--- config.mk ---
export PLATFORM = sky130hd
export DESIGN_NAME = tmcc_core
export DESIGN_NICKNAME = d
export VERILOG_FILES = /design/src/shared/tmcc_pkg.sv /design/src/hdl/tmcc_sync_edge.sv /design/src/hdl/tmcc_core.sv
export VERILOG_INCLUDE_DIRS = /design/src /design/src/shared
export SDC_FILE = /design/constraint.sdc
export NUM_CORES = 1
export LEC_CHECK = 0
export BUFFER_PORTS_ARGS = -buffer_cell sky130_fd_sc_hd__buf_2
export CAP_MARGIN = 20
export CORE_UTILIZATION = 42
export DETAILED_ROUTE_END_ITERATION = 7
export SETUP_SLACK_MARGIN = 0.15
export SKIP_CTS_REPAIR_TIMING = 1
export SYNTH_ARGS = -nofsm -noshare
export SYNTH_HDL_FRONTEND = slang
export SYNTH_SLANG_ARGS = --single-unit
--- constraint.sdc ---
create_clock -name clk_i -period 3.99 [get_ports clk_i]
set_clock_uncertainty 0.1 [all_clocks]
set_input_delay 0.5985 -clock clk_i [delete_from_list [all_inputs] [get_ports clk_i]]
set_output_delay 0.5985 -clock clk_i [all_outputs]
set_load 0.02 [all_outputs]
--- src/shared/tmcc_defines.svh ---
`ifndef TMCC_DEFINES_SVH
`define TMCC_DEFINES_SVH

// Register byte offsets, one 32-bit word each
`define TMCC_OFS_CTRL0 8'h00
`define TMCC_OFS_CTRL1 8'h04
`define TMCC_OFS_CNT_LO 8'h08
`define TMCC_OFS_CNT_HI 8'h0C
`define TMCC_OFS_CMPA_LO 8'h10
`define TMCC_OFS_CMPA_HI 8'h14
`define TMCC_OFS_STDCFG 8'h18
`define TMCC_OFS_CAPTURE 8'h1C

// Reset values
`define TMCC_CTRL0_RST 8'h00
`define TMCC_CTRL1_RST 8'h00
`define TMCC_STDCFG_RST 3'h0

// Operating mode codes
`define TMCC_MODE_CMP 2'h0
`define TMCC_MODE_PWM 2'h2
`define TMCC_MODE_TMR 2'h3

// Clock select codes
`define TMCC_CK_SYS4 3'h0
`define TMCC_CK_SYS 3'h1
`define TMCC_CK_H16 3'h2
`define TMCC_CK_H64 3'h3
`define TMCC_CK_SUB0 3'h4
`define TMCC_CK_SUB1 3'h5
`define TMCC_CK_EXTR 3'h6
`define TMCC_CK_EXTF 3'h7

// Capture edge select codes
`define TMCC_CAP_RISE 2'h0
`define TMCC_CAP_FALL 2'h1

// Prescaler taps
`define TMCC_PRE_SYS4 6'h03
`define TMCC_PRE_H16 6'h0F
`define TMCC_PRE_H64 6'h3F

// Subsystem clock: 32768 Hz period in ns, divided from 100 MHz
`define TMCC_CLK_PERIOD_NS 10
`define TMCC_SUB_PERIOD_NS 30518
`define TMCC_SUB_DIV (`TMCC_SUB_PERIOD_NS / `TMCC_CLK_PERIOD_NS)

`define TMCC_CNT_MAX 10'h3FF

`endif

--- src/shared/tmcc_pkg.sv ---
`default_nettype none
package tmcc_pkg;

  typedef struct packed {
    logic pau;
    logic [2:0] ck;
    logic on;
    logic [2:0] rp;
  } tmcc_ctrl0_t;

  typedef struct packed {
    logic [1:0] mode;
    logic [1:0] io;
    logic oc;
    logic pol;
    logic dpx;
    logic cclr;
  } tmcc_ctrl1_t;

  typedef struct packed {
    logic [1:0] cap_edge;
    logic sp_en;
  } tmcc_stdcfg_t;

  typedef struct packed {
    logic rise;
    logic fall;
  } tmcc_edges_t;

endpackage
`default_nettype wire

--- src/hdl/tmcc_sync_edge.sv ---
`timescale 1ns/100ps
`default_nettype none

module tmcc_sync_edge
  import tmcc_pkg::*;
(
  input wire logic clk_i,
  input wire logic rst_i,
  input wire logic pin_i,
  output var tmcc_edges_t edges_o
);

  logic meta;
  logic sync;
  logic last;

  // Two stages before any logic looks at the pin
  always_ff @(posedge clk_i)
  begin
    if (rst_i)
    begin
      meta <= 1'b0;
      sync <= 1'b0;
      last <= 1'b0;
    end
    else
    begin
      meta <= pin_i;
      sync <= meta;
      last <= sync;
    end
  end

  always_comb
  begin
    edges_o.rise = sync & ~last;
    edges_o.fall = ~sync & last;
  end

endmodule

`default_nettype wire

--- src/hdl/tmcc_core.sv ---
// Added by the designer: register access over Wishbone and the address map.
`timescale 1ns/100ps
`default_nettype none
`include "tmcc_defines.svh"

// Function
// - Free-running up-counter compared with comparators
// - Match raises interrupt, may clear counter, pin
// - Separate interrupt sources for matches A, P
// - Three-bit field selects counter clock source
// - External pin counts rising or falling edge
// - Standard variant: pin edge triggers single pulse
// - Standard variant: capture pin, two-bit edge select
// - Compare mode: pin high, low or toggle
// - PWM appears on same output pin pair
// - Second output pin is inverse of first
// - Low bytes reached only through holding buffer
// - Compare-A low write fills buffer only
// - High write stores byte, buffer to low
// - High read copies low byte into buffer
// - Low byte read returns buffer contents
// - Modes: compare output, timer, PWM output
// - Counter is ten bits, counting up
// - P compares all ten bits with rp times 128 less one, A all
// - Counter cleared by reset, on-rise, overflow, match only
module tmcc_core
  import tmcc_pkg::*;
#(
  parameter int SUB_DIV = `TMCC_SUB_DIV
)
(
  input wire logic clk_i,
  input wire logic rst_i,
  input wire logic [7:0] adr_i,
  input wire logic [31:0] dat_i,
  input wire logic [3:0] sel_i,
  input wire logic we_i,
  input wire logic cyc_i,
  input wire logic stb_i,
  output logic [31:0] dat_o,
  output logic ack_o,
  input wire logic ext_clock_pin_i,
  input wire logic capture_input_pin_i,
  output logic timer_output_pin_o,
  output logic timer_output_pin_inv_o,
  output logic match_a_o,
  output logic match_p_o
);

  tmcc_ctrl0_t ctrl0;
  tmcc_ctrl1_t ctrl1;
  tmcc_stdcfg_t stdcfg;
  tmcc_edges_t ext_edge;
  tmcc_edges_t cap_edge;
  logic [9:0] cnt;
  logic [9:0] next_cnt;
  logic [9:0] cmpa;
  logic [9:0] cap_val;
  logic [7:0] hold_buf;
  logic [5:0] pre;
  logic [15:0] sub_cnt;
  logic sub_tick;
  logic tick;
  logic on_q;
  logic on_rise;
  logic run;
  logic hit_a;
  logic hit_p;
  logic clr_on_a;
  logic out_raw;
  logic acc;
  logic wr;
  logic rd;
  logic [9:0] p_last;
  logic [9:0] duty;

  // One access per ack; no new access starts in the cycle in which ack is high
  assign acc = cyc_i & stb_i & ~ack_o;
  assign wr = acc & we_i & sel_i[0];
  assign rd = acc & ~we_i;

  tmcc_sync_edge u_ext_sync (
    .clk_i(clk_i),
    .rst_i(rst_i),
    .pin_i(ext_clock_pin_i),
    .edges_o(ext_edge)
  );

  tmcc_sync_edge u_cap_sync (
    .clk_i(clk_i),
    .rst_i(rst_i),
    .pin_i(capture_input_pin_i),
    .edges_o(cap_edge)
  );

  // Internal rates come from two free dividers: pre, and sub_cnt for the sub clock
  always_ff @(posedge clk_i)
  begin
    if (rst_i)
      pre <= 6'h00;
    else
      pre <= pre + 6'h01;
  end

  always_ff @(posedge clk_i)
  begin
    if (rst_i || sub_cnt == 16'(SUB_DIV - 1))
      sub_cnt <= 16'h0000;
    else
      sub_cnt <= sub_cnt + 16'h0001;
  end

  assign sub_tick = (sub_cnt == 16'(SUB_DIV - 1));

  always_comb
  begin
    case (ctrl0.ck)
      `TMCC_CK_SYS4: tick = (pre[1:0] == 2'(`TMCC_PRE_SYS4));
      `TMCC_CK_SYS: tick = 1'b1;
      `TMCC_CK_H16: tick = (pre[3:0] == 4'(`TMCC_PRE_H16));
      `TMCC_CK_H64: tick = (pre == `TMCC_PRE_H64);
      `TMCC_CK_SUB0: tick = sub_tick;
      `TMCC_CK_SUB1: tick = sub_tick;
      `TMCC_CK_EXTR: tick = ext_edge.rise;
      `TMCC_CK_EXTF: tick = ext_edge.fall;
      default: tick = 1'b0;
    endcase
  end

  // Comparators; P period is 128 clocks per step, zero means full wrap
  assign p_last = {ctrl0.rp, 7'h00} - 10'h001;
  assign hit_a = (cnt == cmpa);
  assign hit_p = (cnt == p_last);
  assign on_rise = ctrl0.on & ~on_q;
  assign run = ctrl0.on & ~ctrl0.pau & tick;
  // PWM picks the period source from the duplex bit
  assign clr_on_a = (ctrl1.mode == `TMCC_MODE_PWM) ? ctrl1.dpx
                                                    : ctrl1.cclr;
  assign duty = ctrl1.dpx ? {ctrl0.rp, 7'h00} : cmpa;

  always_comb
  begin
    next_cnt = cnt;
    if (on_rise)
      next_cnt = 10'h000;
    else if (run)
    begin
      if ((clr_on_a ? hit_a : hit_p) || cnt == `TMCC_CNT_MAX)
        next_cnt = 10'h000;
      else
        next_cnt = cnt + 10'h001;
    end
  end

  always_ff @(posedge clk_i)
  begin
    if (rst_i)
    begin
      cnt <= 10'h000;
      on_q <= 1'b0;
    end
    else
    begin
      cnt <= next_cnt;
      on_q <= ctrl0.on;
    end
  end

  // Match pulses serve as the two interrupt requests
  always_ff @(posedge clk_i)
  begin
    if (rst_i)
    begin
      match_a_o <= 1'b0;
      match_p_o <= 1'b0;
    end
    else
    begin
      match_a_o <= run & hit_a & ~on_rise;
      match_p_o <= run & hit_p & ~on_rise;
    end
  end

  // Output level before polarity; timer mode only loads oc on enable
  always_ff @(posedge clk_i)
  begin
    if (rst_i)
      out_raw <= 1'b0;
    else if (on_rise)
      out_raw <= ctrl1.oc;
    else
    begin
      case (ctrl1.mode)
        `TMCC_MODE_CMP:
          if (run && hit_a)
          begin
            case (ctrl1.io)
              2'h1: out_raw <= 1'b0;
              2'h2: out_raw <= 1'b1;
              2'h3: out_raw <= ~out_raw;
              default: out_raw <= out_raw;
            endcase
          end
        `TMCC_MODE_PWM:
          case (ctrl1.io)
            2'h0: out_raw <= ~ctrl1.oc;
            2'h1: out_raw <= ctrl1.oc;
            2'h2: out_raw <= (next_cnt < duty) ? ctrl1.oc : ~ctrl1.oc;
            default: out_raw <= out_raw;
          endcase
        default: out_raw <= out_raw;
      endcase
    end
  end

  always_ff @(posedge clk_i)
  begin
    if (rst_i)
    begin
      timer_output_pin_o <= 1'b0;
      timer_output_pin_inv_o <= 1'b1;
    end
    else
    begin
      timer_output_pin_o <= out_raw ^ ctrl1.pol;
      timer_output_pin_inv_o <= ~(out_raw ^ ctrl1.pol);
    end
  end

  // Capture on the selected edge of the capture pin
  always_ff @(posedge clk_i)
  begin
    if (rst_i)
      cap_val <= 10'h000;
    else
    begin
      case (stdcfg.cap_edge)
        `TMCC_CAP_RISE: if (cap_edge.rise) cap_val <= cnt;
        `TMCC_CAP_FALL: if (cap_edge.fall) cap_val <= cnt;
        default: if (cap_edge.rise || cap_edge.fall) cap_val <= cnt;
      endcase
    end
  end

  // Control registers; a single-pulse trigger beats a write of on
  always_ff @(posedge clk_i)
  begin
    if (rst_i)
    begin
      ctrl0 <= `TMCC_CTRL0_RST;
      ctrl1 <= `TMCC_CTRL1_RST;
      stdcfg <= `TMCC_STDCFG_RST;
    end
    else
    begin
      if (wr && adr_i == `TMCC_OFS_CTRL0)
        ctrl0 <= dat_i[7:0];
      if (wr && adr_i == `TMCC_OFS_CTRL1)
        ctrl1 <= dat_i[7:0];
      if (wr && adr_i == `TMCC_OFS_STDCFG)
        stdcfg <= dat_i[2:0];
      if (stdcfg.sp_en && ext_edge.rise)
        ctrl0.on <= 1'b1;
    end
  end

  // Low bytes pass through one shared buffer; order is software's job
  always_ff @(posedge clk_i)
  begin
    if (rst_i)
    begin
      hold_buf <= 8'h00;
      cmpa <= 10'h000;
    end
    else
    begin
      if (wr && adr_i == `TMCC_OFS_CMPA_LO)
        hold_buf <= dat_i[7:0];
      if (wr && adr_i == `TMCC_OFS_CMPA_HI)
        cmpa <= {dat_i[1:0], hold_buf};
      if (rd && adr_i == `TMCC_OFS_CNT_HI)
        hold_buf <= cnt[7:0];
      if (rd && adr_i == `TMCC_OFS_CMPA_HI)
        hold_buf <= cmpa[7:0];
    end
  end

  // Classic slave: ack one cycle after the strobe, unmapped reads zero
  always_ff @(posedge clk_i)
  begin
    if (rst_i)
    begin
      ack_o <= 1'b0;
      dat_o <= 32'h0000_0000;
    end
    else
    begin
      ack_o <= acc;
      dat_o <= 32'h0000_0000;
      if (rd)
      begin
        case (adr_i)
          `TMCC_OFS_CTRL0: dat_o[7:0] <= ctrl0;
          `TMCC_OFS_CTRL1: dat_o[7:0] <= ctrl1;
          `TMCC_OFS_CNT_LO: dat_o[7:0] <= hold_buf;
          `TMCC_OFS_CNT_HI: dat_o[1:0] <= cnt[9:8];
          `TMCC_OFS_CMPA_LO: dat_o[7:0] <= hold_buf;
          `TMCC_OFS_CMPA_HI: dat_o[1:0] <= cmpa[9:8];
          `TMCC_OFS_STDCFG: dat_o[2:0] <= stdcfg;
          `TMCC_OFS_CAPTURE: dat_o[9:0] <= cap_val;
          default: dat_o <= 32'h0000_0000;
        endcase
      end
    end
  end

  a_on_clears: assert property (@(posedge clk_i) disable iff (rst_i)
    (ctrl0.on && !on_q) |=> (cnt == 10'h000))
    else $error("counter not cleared on enable");
  a_idle_hold: assert property (@(posedge clk_i) disable iff (rst_i)
    (!run && !(ctrl0.on && !on_q)) |=> $stable(cnt))
    else $error("counter moved without a tick");
  a_match_a_irq: assert property (@(posedge clk_i) disable iff (rst_i)
    (run && cnt == cmpa && on_q) |=> match_a_o)
    else $error("match A pulse missing");
  a_match_p_wrap: assert property (@(posedge clk_i) disable iff (rst_i)
    (run && on_q && cnt == p_last && !clr_on_a) |=> match_p_o && cnt == 0)
    else $error("period match did not clear");
  a_pin_inverse: assert property (@(posedge clk_i) disable iff (rst_i)
    timer_output_pin_inv_o == !timer_output_pin_o)
    else $error("inverse pin not inverted");
  a_low_write_buf: assert property (@(posedge clk_i) disable iff (rst_i)
    (wr && adr_i == `TMCC_OFS_CMPA_LO) |=> $stable(cmpa))
    else $error("low write changed compare A");
  a_high_write_pair: assert property (@(posedge clk_i) disable iff (rst_i)
    (wr && adr_i == `TMCC_OFS_CMPA_HI)
      |=> cmpa == {$past(dat_i[1:0]), $past(hold_buf)})
    else $error("compare A pair write wrong");
  a_high_read_latch: assert property (@(posedge clk_i) disable iff (rst_i)
    (rd && adr_i == `TMCC_OFS_CNT_HI)
      |=> hold_buf == $past(cnt[7:0]) && dat_o[1:0] == $past(cnt[9:8]))
    else $error("counter high read did not latch");
  a_low_read_buf: assert property (@(posedge clk_i) disable iff (rst_i)
    (rd && adr_i == `TMCC_OFS_CNT_LO) |=> dat_o[7:0] == $past(hold_buf))
    else $error("low read not from buffer");
  a_cmp_set_high: assert property (@(posedge clk_i) disable iff (rst_i)
    (ctrl1.mode == `TMCC_MODE_CMP && ctrl1.io == 2'h2 && run && hit_a
      && on_q) |=> out_raw ##1 (timer_output_pin_o == !ctrl1.pol))
    else $error("compare set-high failed");
  a_ack_single: assert property (@(posedge clk_i) disable iff (rst_i)
    (cyc_i && stb_i && !ack_o) |=> ack_o ##1 !ack_o)
    else $error("ack not a single cycle");

  c_match_a: cover property (@(posedge clk_i) disable iff (rst_i)
    match_a_o);
  c_match_p: cover property (@(posedge clk_i) disable iff (rst_i)
    match_p_o);
  c_pwm_active: cover property (@(posedge clk_i) disable iff (rst_i)
    ctrl1.mode == `TMCC_MODE_PWM && ctrl1.io == 2'h2 && out_raw);
  c_ext_count: cover property (@(posedge clk_i) disable iff (rst_i)
    run && ctrl0.ck == `TMCC_CK_EXTF);

endmodule

`default_nettype wire

==> flow_summary_export.csv <==
group,metric,value,unit
floorplan,core,12010,um^2
floorplan,die_area,12810,um^2
layout,fillers,1169,
synthesis,ys.flop_type,"dfxtp_1",
pwr,pwr-share-comb,4.8,%
global_route,grt_pass1_vias,4032,
pwr,ir_drop,0.2613,mV
route,drtPass1Iterations,5,
layout,final_cells,787,
pwr,clock_power_share,43.1,%
critical_path,worstPathRequired,4.18,ns
layout,finalNetCount,706,
synthesis,synth_top_area_cell,"dfxtp_1",
pwr,sw_frac_of_total,23.38,%
clock_network,cts_tree,"built",
layout,n_antenna_cell,0,
layout,multi_input_area,3009,um^2
synthesis,syn_inst,581,
critical_path,critical_path.endpoint_type,"flop",
synthesis,ys_seq_elements,102,
synthesis,synth_seq_area_share,39.34,%
clock_network,clk_path_buf_depth,2,
floorplan,initial_core_util,43.21,%
synthesis,synth_area,5190,um^2
floorplan,rows,40,
synthesis,synth_warnings,0,
synthesis,synth_xor_area_share,7.088,%
placement,gp_congestion,0.8621,
job,drv_cap,0,
synthesis,yosysTopAreaCellShare,39.34,%
sta,rsz0062_at_grt,"no",
placement,portBuffers,38,
pwr,internal_power,1.515,mW
synthesis,synth-edff-count,0,
synthesis,synth_top_family_by_area,"simple AND/OR/NAND/NOR gates",
synthesis,synth_compound_area_share,10.05,%
sta,slew_viol_final,0,
layout,syn2layout_area_growth,15.98,%
clock_network,cts_buffers,9,
synthesis,synthMuxAreaShare,10.22,%
layout,drive_gt1_share,19.06,%
pwr,power,1.978,mW
outcome,status,"completed",
clock_network,clock_latency,0.35,ns
sta,period_share,90.82,%
synthesis,syn_area_per_cell,8.933,um^2
hold_path,hold_path_class,"flop to flop",
placement,hpwl,9983,um
global_route,antenna_found_initial,1,
sta,min_period,3.624,ns
pwr,switching_power,0.4624,mW
route,drc,0,
clock_network,root_buffer,"clkbuf_16",
route,via_per_inst,5.421,
sta,slew_headroom,25.71,%
critical_path,crit_path_max_fanout,6,
route,first_iter_violations,278,
sta,max_freq,276.0,MHz
route,drtAntennaViolNets,0,
synthesis,synthTopCellsByArea,"dfxtp_1, mux2i_1, nor2_1",
placement,dp.cells,762,
pwr,seq_power_share,52.2,%
critical_path,arrival,3.82,ns
global_route,overflow,0,
synthesis,yosysUniqueCellTypes,62,
critical_path,worstSetupPathType,"flop to flop",
pwr,pwr_density_cell,328.6,nW/um^2
sta,worst_pin_slew,1.100,ns
synthesis,synth_async_sr_flop_share,0,%
floorplan,dieWidth,113.2,um
clock_network,numClockSinks,102,
global_route,grt_pass1_wl,21650,um
sta,finalHoldViolCount,0,
clock_network,htreeDepth,3,
floorplan,die_y,113.2,um
floorplan,pin_count,88,
route,avgRoutedWirePerCell,17.09,um
global_route,grt_start_max_net_pins,44,
layout,seqCellArea,2046,um^2
route,via_count,4266,
global_route,groute.usage.overall,22.07,%
sta,setup_viol,0,
route,finalWirelength,13450,um
synthesis,yosys-top-cells-count,"dfxtp_1, nor2_1, mux2i_1, nand2_1, xor2_1",
clock_network,clk_pin_slew_worst_paths,0.07,ns
synthesis,synthAdderAreaFrac,4.822,%
critical_path,critPathLaunchType,"flop",
pwr,p_leak,2.532,nW
sta,fin_setup_tns,0,ns
synthesis,synthSimpleGateAreaFrac,21.89,%
==> power groups by stage <==
| stage | clock network, mW | logic [mW] | registers [mW] |
|---|---|---|---|
| finish | 0.851 | 0.0945 | 1.03 |
| global route | 0.909 | 0.105 | 1.03 |
| CTS | 0.871 | 0.0942 | 1.03 |
| detailed placement | 0 | 0.0940 | 1.05 |
| global placement | 0 | 0.0922 | 1.05 |
| floorplan | 0 | 0.0770 | 1.05 |
==> worst max-delay path, stage by stage (launching register included) <==
cell and delay (ns):
dfxtp_1 0.34, or3_4 0.43, o41ai_4 0.34, o211ai_1 0.16, or2_4 0.35, nor4_4 0.29
xnor2_1 0.17, nor2_1 0.07, ha_1 0.33, buf_4 0.16, o2111ai_2 0.07, nand2_2 0.09
or3_1 0.34, mux2i_1 0.14, o221a_1 0.18
==> registers in the layout, summed over array words and instances, names as in the netlist <==
signal	flops
sub_cnt	16
cap_val	10
cmpa	10
cnt	10
dat_o	10
ctrl0	8
ctrl1	8
hold_buf	8
pre	6
stdcfg	3
ack_o	1
match_a_o	1
match_p_o	1
on_q	1
out_raw	1
timer_output_pin_inv_o	1
timer_output_pin_o	1
u_cap_sync.last	1
u_cap_sync.meta	1
u_cap_sync.sync	1
u_ext_sync.last	1
u_ext_sync.meta	1
u_ext_sync.sync	1
==> through the flow <==
step | util [%] | hold WS (ns) | setup slack, ns | cell area (um^2)
3_5_place_dp | 46.25 | 0.3234 | 0.02134 | 5555
5_1_grt | 50.11 | 0.3537 | 0.1445 | 6020
4_1_cts | 48.64 | 0.3396 | 0.01446 | 5842
2_1_floorplan | - | 0.3138 | 0.3075 | 5269
6_report | 50.11 | 0.3373 | 0.3663 | 6020
3_3_place_gp | 46.25 | 0.3179 | 0.09029 | 5555
==> cell usage in the layout, fill, tap and decap left out, types with 4 or more instances in the layout <==
master	n
a22oi_1	4
nand2_1	25
nand3b_1	4
clkbuf_16	9
o21ai_0	5
and3_1	7
nor3_1	4
o22ai_1	8
nor2_1	101
mux2i_1	53
nor2b_1	15
xnor2_1	16
nand3_1	20
nand2b_1	12
dfxtp_1	99
a21oi_1	18
xor2_1	24
buf_2	38
conb_1	22
ha_1	20
nand4_1	11
inv_1	12
buf_4	33
a222oi_1	7
==> layer usage <==
| metal | share of wire, % | wire length (um) | vias to the layer above | GRT usage (%) |
|---|---|---|---|---|
| li1 | - | - | 2083 | - |
| met1 | 46 | 6160 | 2016 | 30.03 |
| met4 | 2.1 | 276 | 0 | 7.807 |
| met3 | 6.4 | 865 | 17 | 5.356 |
| met2 | 46 | 6146 | 150 | 34.03 |
| met5 | 0 | 0 | - | 0 |
==> path summary, 6_finish.rpt <==
path                                       from               to  slack (ns)  cells after the start
worst max-delay path                sub_cnt[12]          out_raw        0.37                     14
worst min-delay path            u_cap_sync.meta  u_cap_sync.sync        0.34                      1
worst max register to register      sub_cnt[12]          out_raw        0.37                     14
worst min register to register  u_cap_sync.meta  u_cap_sync.sync        0.34                      1
==> logic make-up after synthesis <==
group / count (synthesis)
simple gates: 229
flops: 102
compound gates: 72
buf+inv: 62
mux: 53
xor+xnor: 42
fa+ha+maj: 20
other cells: 1
==> layout make-up <==
type                            instances  area share [%]
Sequential cell                       102           33.98
Clock inverter                          4          0.4989
Tap cell                              147           3.055
Multi-Input combinational cell        438           49.99
Clock buffer                           12           4.261
Inverter                               12          0.7483
Timing Repair Buffer                   72           7.462
Note: power is estimated with default switching activity, not from simulation.
